File: src/rtl/uar_pkg.sv
// package: register map, field layout, timing counts and types of the autobaud receiver
`default_nettype none
package uar_pkg;

  // ----------------------------------------
  // register offsets (byte addresses)
  // ----------------------------------------
  localparam logic [7:0] OFS_CTRL = 8'h00;
  localparam logic [7:0] OFS_STATUS = 8'h04;
  localparam logic [7:0] OFS_BAUD = 8'h08;
  localparam logic [7:0] OFS_RXDATA = 8'h0C;

  // ----------------------------------------
  // field positions
  // ----------------------------------------
  localparam int CTRL_MODE_LSB = 0;
  localparam int CTRL_LOOPBACK_SINGLE_WIRE_ENABLE_BIT = 2;
  localparam int STAT_SYNCERR_BIT = 0;
  localparam int STAT_WFB_BIT = 1;
  localparam int STAT_BUSY_BIT = 2;
  localparam int RXD_FERR_BIT = 8;
  localparam int RXD_VALID_BIT = 9;

  // ----------------------------------------
  // sampling and learning counts
  // ----------------------------------------
  localparam logic [4:0] SAMP_NORMAL = 5'h10;
  localparam logic [4:0] SAMP_DOUBLE = 5'h08;
  localparam logic [4:0] VOTE_FIRST_NORMAL = 5'h08;
  localparam logic [4:0] VOTE_FIRST_DOUBLE = 5'h04;
  localparam logic [4:0] VOTE_MID_NORMAL = 5'h09;
  localparam logic [4:0] VOTE_MID_DOUBLE = 5'h05;
  localparam logic [3:0] BRK_MIN = 4'hC;
  localparam logic [16:0] DIV_MIN = 17'h00064;
  localparam logic [16:0] DIV_MAX = 17'h0FFFF;
  localparam logic [16:0] MEAS_SAT = 17'h1FFFF;
  localparam logic [16:0] TICK_STEP = 17'h00080;
  localparam logic [2:0] SYNC_FALLS = 3'h4;
  localparam logic [15:0] DIV_RST_DEFAULT = 16'h0D80;

  // ----------------------------------------
  // types
  // ----------------------------------------
  typedef enum logic [1:0] {
    MODE_NORMAL = 2'b00,
    MODE_DOUBLE = 2'b01,
    MODE_GENERIC = 2'b10,
    MODE_LIN = 2'b11
  } uar_mode_e;

  typedef enum logic [2:0] {
    ST_IDLE = 3'b000,
    ST_START = 3'b001,
    ST_DATA = 3'b010,
    ST_STOP = 3'b011,
    ST_SYNCW = 3'b100,
    ST_MEAS = 3'b101,
    ST_TAIL = 3'b110
  } uar_state_e;

  typedef struct packed {
    logic rxd_meta;
    logic rxd_sync;
    logic txd_meta;
    logic txd_sync;
    logic line_prev;
    uar_mode_e mode;
    logic loopback_single_wire_enable;
    logic break_any_length_wait;
    logic syncerr;
    logic [15:0] baud;
    logic [16:0] acc;
    uar_state_e st;
    logic [4:0] scnt;
    logic [1:0] votes;
    logic [2:0] bitn;
    logic [7:0] shreg;
    logic [7:0] rxdata;
    logic ferr;
    logic valid;
    logic [3:0] brk;
    logic [16:0] mcnt;
    logic [16:0] iv1;
    logic [2:0] nfall;
    logic ap_wr;
    logic [7:0] ap_addr;
    logic [31:0] hrdata;
    logic hready_q;
    logic hresp_q;
    logic rxd_free;
  } uar_state_s;

endpackage
`default_nettype wire
File: src/rtl/uar_autobaud_rx.sv
// module: oversampling serial receiver with rate learning, single-wire loop-back and an AHB-Lite register slave
`default_nettype none

module uar_autobaud_rx
  import uar_pkg::*;
#(
  parameter logic [15:0] DIV_RST = DIV_RST_DEFAULT
) (
  input wire logic hclk,
  input wire logic hresetn,
  input wire logic hsel,
  input wire logic [31:0] haddr,
  input wire logic [1:0] htrans,
  input wire logic hwrite,
  input wire logic [2:0] hsize,
  input wire logic [31:0] hwdata,
  input wire logic hready,
  output logic hreadyout,
  output logic hresp,
  output logic [31:0] hrdata,
  input wire logic rxd_in,
  input wire logic txd_in,
  output logic rxd_released
);

  // ----------------------------------------
  // elaboration check and reset state
  // ----------------------------------------
  if (DIV_RST < TICK_STEP[15:0]) begin
    $error("DIV_RST below one sample tick per clock");
  end

  // idle line levels high so reset gives no false edge
  localparam uar_state_s STATE_RST = '{
    rxd_meta: 1'b1,
    rxd_sync: 1'b1,
    txd_meta: 1'b1,
    txd_sync: 1'b1,
    line_prev: 1'b1,
    mode: MODE_NORMAL,
    baud: DIV_RST,
    st: ST_IDLE,
    default: '0
  };

  // ----------------------------------------
  // helpers
  // ----------------------------------------
  // samples per bit for a mode
  function automatic logic [4:0] samp_per_bit(input uar_mode_e m);
    return (m == MODE_DOUBLE) ? SAMP_DOUBLE : SAMP_NORMAL;
  endfunction

  // first vote sample for a mode
  function automatic logic [4:0] vote_first(input uar_mode_e m);
    return (m == MODE_DOUBLE) ? VOTE_FIRST_DOUBLE : VOTE_FIRST_NORMAL;
  endfunction

  // centre vote sample for a mode
  function automatic logic [4:0] vote_mid(input uar_mode_e m);
    return (m == MODE_DOUBLE) ? VOTE_MID_DOUBLE : VOTE_MID_NORMAL;
  endfunction

  uar_state_s s;
  uar_state_s n;

  // ----------------------------------------
  // next-state logic
  // ----------------------------------------
  always_comb begin
    logic line;
    logic rise;
    logic fall;
    logic tick;
    logic bitv;
    logic inwin;
    logic learn;
    logic brk_hit;
    logic ok55;
    logic [1:0] vn;
    logic [4:0] sn;
    logic [4:0] spb;
    logic [4:0] sf;
    logic [4:0] slast;
    logic [16:0] sum;
    logic [18:0] q4;
    logic [18:0] m19;
    logic [18:0] dev;
    line = 1'b1;
    rise = 1'b0;
    fall = 1'b0;
    tick = 1'b0;
    bitv = 1'b0;
    inwin = 1'b0;
    learn = 1'b0;
    brk_hit = 1'b0;
    ok55 = 1'b0;
    vn = 2'b00;
    sn = 5'h00;
    spb = 5'h00;
    sf = 5'h00;
    slast = 5'h00;
    sum = 17'h00000;
    q4 = 19'h00000;
    m19 = 19'h00000;
    dev = 19'h00000;
    n = s;

    // pin synchronisers, then source select
    n.rxd_meta = rxd_in;
    n.rxd_sync = s.rxd_meta;
    n.txd_meta = txd_in;
    n.txd_sync = s.txd_meta;
    line = s.loopback_single_wire_enable ? s.txd_sync : s.rxd_sync;
    n.line_prev = line;
    rise = line & ~s.line_prev;
    fall = ~line & s.line_prev;
    n.rxd_free = s.loopback_single_wire_enable;

    // bus slave: zero wait, always okay
    n.hready_q = 1'b1;
    n.hresp_q = 1'b0;
    n.ap_wr = 1'b0;
    if (hsel && htrans[1] && hready) begin
      n.ap_addr = haddr[7:0];
      n.ap_wr = hwrite && (hsize == 3'b010);
      if (!hwrite) begin
        case (haddr[7:0])
          OFS_CTRL: n.hrdata = {29'h0, s.loopback_single_wire_enable, s.mode};
          OFS_STATUS: n.hrdata = {29'h0, s.st != ST_IDLE, s.break_any_length_wait, s.syncerr};
          OFS_BAUD: n.hrdata = {16'h0, s.baud};
          OFS_RXDATA: begin
            n.hrdata = {22'h0, s.valid, s.ferr, s.rxdata};
            n.valid = 1'b0; // reading takes the frame
          end
          default: n.hrdata = 32'h0;
        endcase
      end
    end

    // write data phase
    if (s.ap_wr) begin
      case (s.ap_addr)
        OFS_CTRL: begin
          n.mode = uar_mode_e'(hwdata[CTRL_MODE_LSB +: 2]);
          n.loopback_single_wire_enable = hwdata[CTRL_LOOPBACK_SINGLE_WIRE_ENABLE_BIT];
        end
        OFS_STATUS: begin
          if (hwdata[STAT_SYNCERR_BIT]) begin
            n.syncerr = 1'b0;
          end
          n.break_any_length_wait = hwdata[STAT_WFB_BIT];
        end
        OFS_BAUD: n.baud = hwdata[15:0];
        // unmapped write ignored; a newly taken address phase must survive
        default: n.hresp_q = 1'b0;
      endcase
    end

    // sample tick: one tick per baud/128 clocks, in both speeds
    spb = samp_per_bit(s.mode);
    sf = vote_first(s.mode);
    slast = vote_mid(s.mode) + 5'h01;
    sum = s.acc + TICK_STEP;
    tick = sum >= {1'b0, s.baud};
    n.acc = tick ? sum - {1'b0, s.baud} : sum;
    if (tick && (s.baud < TICK_STEP[15:0])) begin
      n.acc = 17'h00000;
    end

    // sample counter and vote accumulation
    sn = (s.scnt == spb) ? 5'h01 : s.scnt + 5'h01;
    inwin = (sn >= sf) && (sn <= slast);
    vn = s.votes + {1'b0, line};
    bitv = vn[1];

    // frame receiver
    case (s.st)
      ST_IDLE: begin
        if (tick && !line) begin
          n.st = ST_START;
          n.scnt = 5'h01;
          n.votes = 2'b00;
          n.bitn = 3'h0;
        end
      end
      ST_START, ST_DATA, ST_STOP: begin
        if (tick) begin
          n.scnt = sn;
          if (inwin) begin
            n.votes = vn;
          end
          if (sn == slast) begin
            n.votes = 2'b00;
            if (s.st == ST_START && bitv) begin
              n.st = ST_IDLE;
            end
            if (s.st == ST_DATA) begin
              n.shreg = {bitv, s.shreg[7:1]};
            end
            if (s.st == ST_STOP) begin
              n.rxdata = s.shreg;
              n.ferr = ~bitv;
              n.valid = 1'b1;
              n.st = ST_IDLE;
            end
          end
          if (sn == spb && s.st == ST_START) begin
            n.st = ST_DATA;
          end
          if (sn == spb && s.st == ST_DATA) begin
            if (s.bitn == 3'h7) begin
              n.st = ST_STOP;
            end else begin
              n.bitn = s.bitn + 3'h1;
            end
          end
        end
      end
      ST_SYNCW: begin
        if (fall) begin
          n.st = ST_MEAS;
          n.mcnt = 17'h00001; // the start edge's own cycle is the first one counted
          n.nfall = 3'h0;
        end
      end
      ST_MEAS: begin
        if (s.mcnt != MEAS_SAT) begin
          n.mcnt = s.mcnt + 17'h00001;
        end else begin
          n.st = ST_IDLE;
          if (s.mode == MODE_LIN) begin
            n.syncerr = 1'b1;
          end
        end
        if (fall) begin
          n.nfall = s.nfall + 3'h1;
          if (s.nfall == 3'h0) begin
            n.iv1 = s.mcnt;
          end
          if (s.nfall == SYNC_FALLS - 3'h1) begin
            // eighth bit edge reached: candidate is complete
            n.st = ST_TAIL;
            q4 = {s.iv1, 2'b00};
            m19 = {2'b00, s.mcnt};
            dev = (q4 > m19) ? q4 - m19 : m19 - q4;
            ok55 = dev <= (m19 >> 3);
            if (s.mode == MODE_LIN && !ok55) begin
              n.syncerr = 1'b1;
            end else if (s.mcnt >= DIV_MIN && s.mcnt <= DIV_MAX) begin
              n.baud = s.mcnt[15:0];
            end
          end
        end
      end
      ST_TAIL: begin
        if (line) begin
          n.st = ST_IDLE;
        end
      end
      default: n.st = ST_IDLE;
    endcase

    // break detector for the learning modes
    learn = s.mode[1];
    if (!learn) begin
      n.brk = 4'h0;
      if (s.st == ST_SYNCW || s.st == ST_MEAS || s.st == ST_TAIL) begin
        n.st = ST_IDLE;
      end
    end else begin
      if (line) begin
        n.brk = 4'h0;
      end else if ((s.mode == MODE_LIN || tick) && s.brk != 4'hF) begin
        n.brk = s.brk + 4'h1;
      end
      brk_hit = rise && ((s.brk >= BRK_MIN) || (s.mode == MODE_GENERIC && s.break_any_length_wait));
      if (brk_hit && s.st != ST_MEAS && s.st != ST_TAIL) begin
        n.st = ST_SYNCW;
        n.break_any_length_wait = 1'b0;
        n.votes = 2'b00;
      end
    end
  end

  // ----------------------------------------
  // state register
  // ----------------------------------------
  always_ff @(posedge hclk or negedge hresetn) begin
    if (!hresetn) begin
      s <= STATE_RST;
    end else begin
      s <= n;
    end
  end

  // outputs straight from the state register
  assign hreadyout = s.hready_q;
  assign hresp = s.hresp_q;
  assign hrdata = s.hrdata;
  assign rxd_released = s.rxd_free;

endmodule
`default_nettype wire

File: config.mk
export PLATFORM = sky130hd
export DESIGN_NAME = uar_autobaud_rx
export DESIGN_NICKNAME = d
export VERILOG_FILES = /design/src/rtl/uar_pkg.sv /design/src/rtl/uar_autobaud_rx.sv
export SDC_FILE = /design/constraint.sdc
export NUM_CORES = 1
export LEC_CHECK = 0
export BUFFER_PORTS_ARGS = -buffer_cell sky130_fd_sc_hd__buf_2
export CORE_MARGIN = 5
export CORE_UTILIZATION = 60
export DETAILED_ROUTE_END_ITERATION = 8
export HOLD_SLACK_MARGIN = 0.03
export PLACE_DENSITY = 0.82
export SLEW_MARGIN = 20
export SYNTH_ARGS = -nofsm -noshare
export SYNTH_HDL_FRONTEND = slang
export SYNTH_SLANG_ARGS = --single-unit
export TNS_END_PERCENT = 20
File: constraint.sdc
create_clock -name hclk -period 5 [get_ports hclk]
set_input_delay 1 -clock hclk [delete_from_list [all_inputs] [get_ports hclk]]
set_output_delay 1 -clock hclk [all_outputs]
set_load 0.005 [all_outputs]
==> qor.csv, run 1 <==
metric,value,unit
wl,23.45,mm
rsz_0062_raised_after_global_routing,false,
timing.critical_path.buf_inv,2,
timing.clock.skew,0.007757,ns
syn_area,9603,um2
timing.critical_path.from_type,register,
routed_via_density,5.971,
clock_tree.buffer_depth,2,
detailed_place_hpwl,17.53,mm
clock.fmax,212.1,MHz
die-width,136.5,um
fin_nets,1239,
synth.top_cell.area_share,34.66,%
gr-usage-all-layers,25.79,%
postCtsResizedCells,0,
grt.overflow.total,0,
tritoncts.num_buffers,17,
design.portCount,111,
synth_top_cell_by_area,sky130_fd_sc_hd__dfrtp_1,
grt_start_max_net_pins,116,
gpl.final_weighted_congestion,0.9542,
die-area,18640,um2
antenna_found_initial,0,
floorplan.initialDensity,60.89,%
ys.warnings.count,0,
first_global_vias,7649,
antenna_cells_inserted,0,
die_h,136.5,um
clock_tree.htree_level_count,4,
synth_edf_count,0,
cp_top_family,compound AO/OA/AOI/OAI gates,
max_slew.worst_pin.slew,0.9805,ns
fin_setup_tns,0,ns
clkTransAtPathRegs,0.06,ns
worstSetupEndpointType,register,
grt_pass1_wl,37.93,mm
critical_path.cell_chain,"inv_1, ha_1, a21oi_1, o221ai_1, o21bai_1, a21boi_1, or2_4, nand2_1, nand2_1, o221ai_1, xor2_1, ha_1, a21o_1, a2111oi_0, o21ai_0, nor2_1, a21oi_1, nor2_1, a41oi_4, buf_12, mux2i_1",
synth.most_common_cell,sky130_fd_sc_hd__dfrtp_1,
outcome,finished clean,
postCtsSetupRepairBufs,0,
clock-root-buffer,sky130_fd_sc_hd__clkbuf_16,
cts-hold-fix-buffers,0,
worst_slew_margin_rel,34.49,%
timing.final.hold_violations,0,
final.fill_count,1274,
slew_violations,0,
final_min_period_over_clock_period,94.28,%
via_count,7828,
timing.critical_path.fanout_max,16,
synth_top_flop_cell,sky130_fd_sc_hd__dfrtp_1,
async_flop_share,100.0,%
numClockSinks,142,
p_per_area,239.2,nW/um2
report.final.setup_viol,0,
drt_pre_antenna_iters,6,
post_synth.cell_area_avg,9.305,um2
antenna_left,0,
critical-path-max-stage-delay,0.53,ns
cts_tree,done,
detail_route.iter0.violations,611,
synth.distinct_cells,82,
cpMaxStageDelayCell,sky130_fd_sc_hd__dfrtp_1,
drive_above_1_share,15.89,%
static_leakage,5.355,nW
rows,46,
synth_area_leaders,"sky130_fd_sc_hd__dfrtp_1 35%, sky130_fd_sc_hd__ha_1 10%, sky130_fd_sc_hd__mux2i_1 4.8%",
drc_errors,0,
post_synth_most_frequent_cells,"133 x sky130_fd_sc_hd__dfrtp_1, 108 x sky130_fd_sc_hd__nand2_1, 79 x sky130_fd_sc_hd__ha_1, 74 x sky130_fd_sc_hd__o21ai_0, 72 x sky130_fd_sc_hd__inv_1",
io_buffers,52,
synthesis_stage_register_bit_count,142,
synth.yosys.seq_area_share,37.12,%
post-place-cells,1279,
drv.max_cap_violation_count,0,
hold_path.class,reg -> reg,
worst_ir_drop_vdd,0.2294,mV
post-route-min-period,4.714,ns
worst-endpoint-arrival,5.05,ns
worst-setup-path-type,reg -> reg,
syn_inst,1032,
final-instance-count-excl-fill,1311,
area.growth.synth_to_final,11.14,%
core_area,15770,um2
drt-wirelength-per-cell,17.89,um
cp.required,5.34,ns
clkLatencyLatePin,0.42,ns
[report_power, final]
part           switching, mW  internal [mW]  leakage [nW]
sequential            0.0128           1.17          1.84
clock                  0.506          0.778         0.298
combinational         0.0544         0.0329          3.21
total                  0.573           1.98          5.35
[layout make-up]
class                      instances  area, um2  share of cell area, %
clock buffer                      20      466.7                  4.373
clock inverter                    12      133.9                  1.254
inverter                          73      274.0                  2.567
multi-input combinational        766       5456                  51.13
sequential                       142       3565                  33.40
tap                              216      270.3                  2.532
timing repair buffer              82      506.7                  4.748
[per-layer routing]
layer,vias up,GRT usage (%),part of all wire (%)
li1,3710,-,-
met5,-,0,0
met2,264,41.21,47
met1,3802,35.09,44
met4,0,8.847,2.4
met3,52,5.368,6.7
[layout by cell type (no fill, tap or decap), types with 18 or more instances in the layout]
| master | instances |
|---|---|
| sky130_fd_sc_hd__inv_1 | 72 |
| sky130_fd_sc_hd__mux2i_1 | 46 |
| sky130_fd_sc_hd__conb_1 | 18 |
| sky130_fd_sc_hd__ha_1 | 79 |
| sky130_fd_sc_hd__nor3_1 | 18 |
| sky130_fd_sc_hd__mux2_2 | 26 |
| sky130_fd_sc_hd__nor2_1 | 62 |
| sky130_fd_sc_hd__nand2_1 | 108 |
| sky130_fd_sc_hd__buf_4 | 29 |
| sky130_fd_sc_hd__xor2_1 | 24 |
| sky130_fd_sc_hd__a21oi_1 | 56 |
| sky130_fd_sc_hd__o21ai_0 | 74 |
| sky130_fd_sc_hd__buf_2 | 51 |
| sky130_fd_sc_hd__xnor2_1 | 32 |
| sky130_fd_sc_hd__nand3_1 | 24 |
| sky130_fd_sc_hd__dfrtp_1 | 133 |
[path summary, 6_finish.rpt]
path,startpoint,to,slack [ns],cells past startpoint
max reg2reg,s[69]$_DFFE_PN0P_,s[135]$_DFF_PN0_,0.29,21
max in group asynchronous,hresetn,s[144]$_DFF_PN1_,3.29,2
min in group asynchronous,hresetn,s[108]$_DFFE_PN0P_,0.67,1
max,s[69]$_DFFE_PN0P_,s[135]$_DFF_PN0_,0.29,21
min reg2reg,n[157]$_DFF_PN1_,s[157]$_DFF_PN1_,0.36,0
min,n[157]$_DFF_PN1_,s[157]$_DFF_PN1_,0.36,0
[per-stage QoR]
stage	setup WS, ns	power (mW)	util (%)	cell area, um2	hold WS (ns)
floorplan	0.7185	1.245	-	9663	0.3452
global placement	0.3123	1.284	63.73	10050	0.3455
detailed placement	0.3042	1.287	63.73	10050	0.3473
CTS	0.2529	2.564	67.53	10650	0.3562
global route	0.002647	2.636	67.68	10670	0.3610
finish	0.2860	2.552	67.68	10670	0.3557
[sequential cells by signal, summed over array words and instances (netlist names)]
signal / flops
s: 121
hrdata: 16
n: 3
hreadyout: 1
rxd_released: 1
[cell families (layout without fill, tap and decap cells)]
group / count (synthesis) / count (layout) / synth area share (%)
flip-flops: 142 / 142 / 37.12
multiplexers: 76 / 76 / 8.743
AND/OR/NAND/NOR: 296 / 296 / 14.97
AO/OA/AOI/OAI: 239 / 239 / 16.26
buffers and inverters: 140 / 187 / 7.010
other: 2 / 18 / 0.07821
adder cells (fa/ha/maj): 81 / 81 / 10.71
XOR/XNOR: 56 / 56 / 5.107
No activity file was read; power rests on OpenSTA's default activity.
==> inputs of run 2 (changes only) <==
clock period = 5.8 ns   (was 5 ns; I/O delays follow)
==> qor.csv, run 2 (synthesis results as in run 1) <==
metric,value,unit
final_min_period_over_clock_period,88.09,%
drt_pre_antenna_iters,5,
fin_setup_tns,0,ns
worst-endpoint-arrival,5.46,ns
hold_path.class,reg -> reg,
drt-wirelength-per-cell,18.46,um
critical-path-max-stage-delay,0.54,ns
cts_tree,done,
grt_start_max_net_pins,100,
timing.critical_path.buf_inv,1,
die_h,136.5,um
worst-setup-path-type,reg -> reg,
grt.overflow.total,0,
rsz_0062_raised_after_global_routing,false,
numClockSinks,142,
postCtsResizedCells,0,
post-route-min-period,5.109,ns
floorplan.initialDensity,60.89,%
gr-usage-all-layers,26.59,%
drive_above_1_share,13.53,%
cpMaxStageDelayCell,sky130_fd_sc_hd__ha_1,
report.final.setup_viol,0,
outcome,finished clean,
timing.final.hold_violations,0,
die-area,18640,um2
largest_register_ffs,121,
clock-root-buffer,sky130_fd_sc_hd__clkbuf_16,
worstSetupEndpointType,register,
via_count,7848,
cts-hold-fix-buffers,0,
drv.max_cap_violation_count,0,
layout_common_cells,"133 x sky130_fd_sc_hd__dfrtp_1, 108 x sky130_fd_sc_hd__nand2_1, 79 x sky130_fd_sc_hd__ha_1",
largest-register,s,
antenna_cells_inserted,0,
design.portCount,111,
static_leakage,5.223,nW
detailed_place_hpwl,17.45,mm
gpl.final_weighted_congestion,0.9294,
clkLatencyLatePin,0.43,ns
drc_errors,0,
io_buffers,52,
fin_nets,1216,
critical_path.cell_chain,"ha_1, nand4_2, or2_0, o21bai_1, a21boi_1, nor2_1, nand2_1, nand2_1, o221ai_1, xor2_1, ha_1, a21o_1, a2111oi_0, o21ai_0, nor2_1, a21oi_1, nor2_1, a41oi_4, buf_4, mux2i_1",
cp_top_family,simple AND/OR/NAND/NOR gates,
timing.clock.skew,0.006927,ns
path_common_cell,sky130_fd_sc_hd__nor2_1,
final-instance-count-excl-fill,1288,
tritoncts.num_buffers,17,
clkTransAtPathRegs,0.06,ns
worst_slew_margin_rel,39.89,%
final_common_cell,sky130_fd_sc_hd__dfrtp_1,
placement.cell_area,9857,um2
first_global_vias,7776,
cp.required,6.15,ns
rows,46,
holdWs,0.3581,ns
finish.instance_area,10460,um2
clock_tree.buffer_depth,2,
clock.fmax,195.7,MHz
antenna_found_initial,0,
timing.critical_path.fanout_max,16,
post-place-cells,1255,
routed_via_density,6.093,
p_per_area,209.3,nW/um2
timing.critical_path.from_type,register,
detail_route.iter0.violations,667,
max_slew.worst_pin.slew,0.8934,ns
slew_violations,0,
worst_ir_drop_vdd,0.3493,mV
antenna_left,0,
core_area,15770,um2
postCtsSetupRepairBufs,0,
grt_pass1_wl,38.96,mm
clock_tree.htree_level_count,4,
fin_util,66.34,%
area.growth.synth_to_final,8.938,%
die-width,136.5,um
wl,23.78,mm
==> run 2: cell types whose count changed in the layout (fill, tap and decap cells not counted), moves of 2 or more <==
cell and delta:
sky130_fd_sc_hd__buf_6 +2, sky130_fd_sc_hd__clkinv_2 -2, sky130_fd_sc_hd__clkbuf_1 +3, sky130_fd_sc_hd__clkinvlp_4 +2, sky130_fd_sc_hd__buf_4 -23
==> run 2: worst reg2reg max path, delay by kind of cell (launching register included) <==
family	cells	cell delay, ns
simple gates	7	1.53
compound gates	8	1.52
fa+ha+maj	2	0.84
flops	1	0.49
buf+inv	1	0.24
mux	1	0.22
xor+xnor	1	0.20
==> run 2: worst paths after layout <==
path | startpoint | end | slack, ns | depth (start not counted)
max | s[71]$_DFFE_PN0P_ | s[140]$_DFF_PN1_ | 0.69 | 20
min | n[157]$_DFF_PN1_ | s[157]$_DFF_PN1_ | 0.36 | 0
max reg2reg | s[71]$_DFFE_PN0P_ | s[140]$_DFF_PN1_ | 0.69 | 20
min reg2reg | n[157]$_DFF_PN1_ | s[157]$_DFF_PN1_ | 0.36 | 0
max in group asynchronous | hresetn | s[144]$_DFF_PN1_ | 3.87 | 2
min in group asynchronous | hresetn | s[110]$_DFFE_PN0P_ | 0.80 | 1
==> run 2: layout make-up <==
type,instances,area (um2)
multi-input cells,766,5441
fillers,1245,5309
flip-flops and latches,142,3565
clock buffers,23,478.0
repair buffers,59,322.8
inverters,73,274.0
well taps,216,270.3
clock inverters,9,110.1
==> run 2: through the flow <==
step                      total power, mW  setup WS [ns]
after floorplan                     1.073          1.519
after global placement              1.107         0.8798
after detailed placement            1.110         0.8308
after CTS                           2.200         0.7733
after global routing                2.256         0.3099
final                               2.189         0.6910
==> run 2: where the power goes <==
| group | total [mW] | leakage (nW) | switching (mW) | internal [mW] |
|---|---|---|---|---|
| Clock | 1.10 | 0.280 | 0.429 | 0.667 |
| Sequential | 1.02 | 1.84 | 0.0111 | 1.01 |
| Combinational | 0.0750 | 3.10 | 0.0467 | 0.0283 |
==> run 2: routing by layer <==
metal | wire (um) | GRT usage, % | up-vias
met5 | 0 | 0 | -
met4 | 653 | 9.686 | 0
met3 | 1682 | 5.809 | 61
met2 | 11340 | 42.91 | 301
met1 | 10100 | 35.37 | 3828
li1 | - | - | 3658
==> inputs of run 3 (changes only) <==
BUFFER_PORTS_ARGS = not set   (was -buffer_cell sky130_fd_sc_hd__buf_2)
DONT_BUFFER_PORTS = 1   (was not set)
PLACE_DENSITY = 0.76   (was 0.82)
==> qor.csv, run 3 (synthesis results as in run 1) <==
metric,value,unit
regToRegStartpoint,s[67]$_DFFE_PN0P_,
io_buffers,0,
die-width,136.5,um
drive_above_1_share,9.323,%
core_area,15770,um2
design.portCount,111,
fin_setup_tns,0,ns
worst_setup_path_startpoint,s[67]$_DFFE_PN0P_,
cp.required,6.10,ns
first_global_vias,7328,
worst_ir_drop_vdd,0.2417,mV
static_leakage,4.984,nW
timing.critical_path.from_type,register,
clock-root-buffer,sky130_fd_sc_hd__clkbuf_16,
largest_register_ffs,121,
wl,22.90,mm
reg2reg_setup_slack,0.66,ns
antenna_cells_inserted,0,
detailed_place_hpwl,16.96,mm
clock_tree.buffer_depth,2,
dr_wl_met3,1.536,mm
cts-hold-fix-buffers,0,
regToRegEndpoint,s[145]$_DFF_PN0_,
top_layer_used,met4,
layout_common_cells,"133 x sky130_fd_sc_hd__dfrtp_1, 108 x sky130_fd_sc_hd__nand2_1, 79 x sky130_fd_sc_hd__ha_1",
worstSetupEndpointType,register,
timing.final.hold_violations,0,
critical-path-max-stage-delay,0.46,ns
path_common_cell,sky130_fd_sc_hd__nor2_1,
detail_route.iter0.violations,615,
largest-register,s,
die_h,136.5,um
worst_slew_margin_rel,41.49,%
drt_pre_antenna_iters,5,
final_common_cell,sky130_fd_sc_hd__dfrtp_1,
die-area,18640,um2
area.growth.synth_to_final,6.150,%
report.final.setup_viol,0,
drv.max_cap_violation_count,0,
via_count,7456,
slew_violations,0,
clkLatencyLatePin,0.43,ns
postCtsResizedCells,0,
cpMaxStageDelayCell,sky130_fd_sc_hd__dfrtp_1,
crit_end,s[145]$_DFF_PN0_,
hold_path.class,reg -> reg,
worst-endpoint-arrival,5.45,ns
critical_path.cell_chain,"inv_1, ha_1, or3_1, o2bb2ai_1, o21bai_1, a21boi_1, or2_1, buf_4, a211oi_1, o31ai_1, xor2_1, ha_1, nand3_1, nor2_1, a2111oi_0, o21ai_0, nor2_1, a21oi_1, nor2_1, a41oi_4, buf_4, mux2i_1",
gr-usage-all-layers,25.77,%
grt_pass1_wl,37.43,mm
post-route-min-period,5.144,ns
antenna_left,0,
timing.critical_path.fanout_max,16,
drc_errors,0,
holdWs,0.3571,ns
wirelength_met1,10.23,mm
routed_via_density,6.037,
outcome,finished clean,
max_slew.worst_pin.slew,0.8697,ns
final_min_period_over_clock_period,88.69,%
rows,46,
gpl.final_weighted_congestion,0.9487,
reg2regPathDepth,22,
rsz_0062_raised_after_global_routing,false,
postCtsSetupRepairBufs,0,
drt-wirelength-per-cell,18.54,um
grt_start_max_net_pins,143,
clkTransAtPathRegs,0.06,ns
fin_nets,1163,
clock.fmax,194.4,MHz
numClockSinks,142,
cts_tree,done,
floorplan.initialDensity,60.89,%
tritoncts.num_buffers,17,
p_per_area,213.0,nW/um2
worst-setup-path-type,reg -> reg,
routed_wire_length_on_met2,10.68,mm
grt.overflow.total,0,
timing.clock.skew,0.008805,ns
clock_tree.htree_level_count,4,
antenna_found_initial,0,
[run 3: cell count changes in the layout (fill, tap and decap cells not counted)]
cell                         change
sky130_fd_sc_hd__inv_6           +3
sky130_fd_sc_hd__buf_2          -51
sky130_fd_sc_hd__inv_8           +3
sky130_fd_sc_hd__clkinv_2        -1
sky130_fd_sc_hd__clkbuf_8        -3
sky130_fd_sc_hd__buf_6           -2
sky130_fd_sc_hd__clkbuf_1        -3
sky130_fd_sc_hd__clkinvlp_4      +1
[run 3: how the worst min path moves through the flow]
stage	startpoint	endpoint	slack, ns	cells after the start
3_3_place_gp	n[157]$_DFF_PN1_	s[157]$_DFF_PN1_	0.35	0
6_report	n[155]$_DFF_PN1_	s[155]$_DFF_PN1_	0.36	0
2_1_floorplan	n[155]$_DFF_PN1_	s[155]$_DFF_PN1_	0.35	0
4_1_cts	n[155]$_DFF_PN1_	s[155]$_DFF_PN1_	0.36	0
5_1_grt	n[155]$_DFF_PN1_	s[155]$_DFF_PN1_	0.36	0
3_5_place_dp	n[155]$_DFF_PN1_	s[155]$_DFF_PN1_	0.35	0
[run 3: worst max-delay path: cells and delay by family (launching register included)]
family	cells	cell delay, ns
compound gates	9	1.91
xor+xnor	1	0.22
fa+ha+maj	2	0.50
buf+inv	3	0.66
flops	1	0.46
mux	1	0.15
simple gates	6	1.09
[run 3: where the power goes]
part / switching [mW] / internal, mW / total (mW)
Combinational: 0.0186 / 0.0188 / 0.0375
Clock: 0.470 / 0.646 / 1.12
Sequential: 0.0110 / 1.01 / 1.02
[run 3: final cells by class]
class / instances / area (um2)
flip-flops and latches: 142 / 3565
fillers: 1335 / 5577
clock inverters: 15 / 172.7
well taps: 216 / 270.3
clock buffers: 17 / 425.4
repair buffers: 6 / 45.04
multi-input cells: 766 / 5441
inverters: 73 / 274.0
[run 3: layer usage]
| metal | global-route usage, % | vias to the layer above |
|---|---|---|
| li1 | - | 3567 |
| met1 | 35.04 | 3625 |
| met2 | 40.53 | 222 |
| met3 | 6.875 | 42 |
| met4 | 7.895 | 0 |
| met5 | 0 | - |
[run 3: stage by stage]
stage | std cells | area (um2) | util (%) | worst slack, ns | total power [mW]
2_1_floorplan | 1048 | 9663 | - | 1.519 | 1.073
3_3_place_gp | 1203 | 9590 | 60.81 | 0.8650 | 1.070
3_5_place_dp | 1203 | 9590 | 60.81 | 0.7818 | 1.073
4_1_cts | 1235 | 10190 | 64.61 | 0.7475 | 2.187
5_1_grt | 1235 | 10190 | 64.64 | 0.3189 | 2.230
6_report | 1235 | 10190 | 64.64 | 0.6562 | 2.171
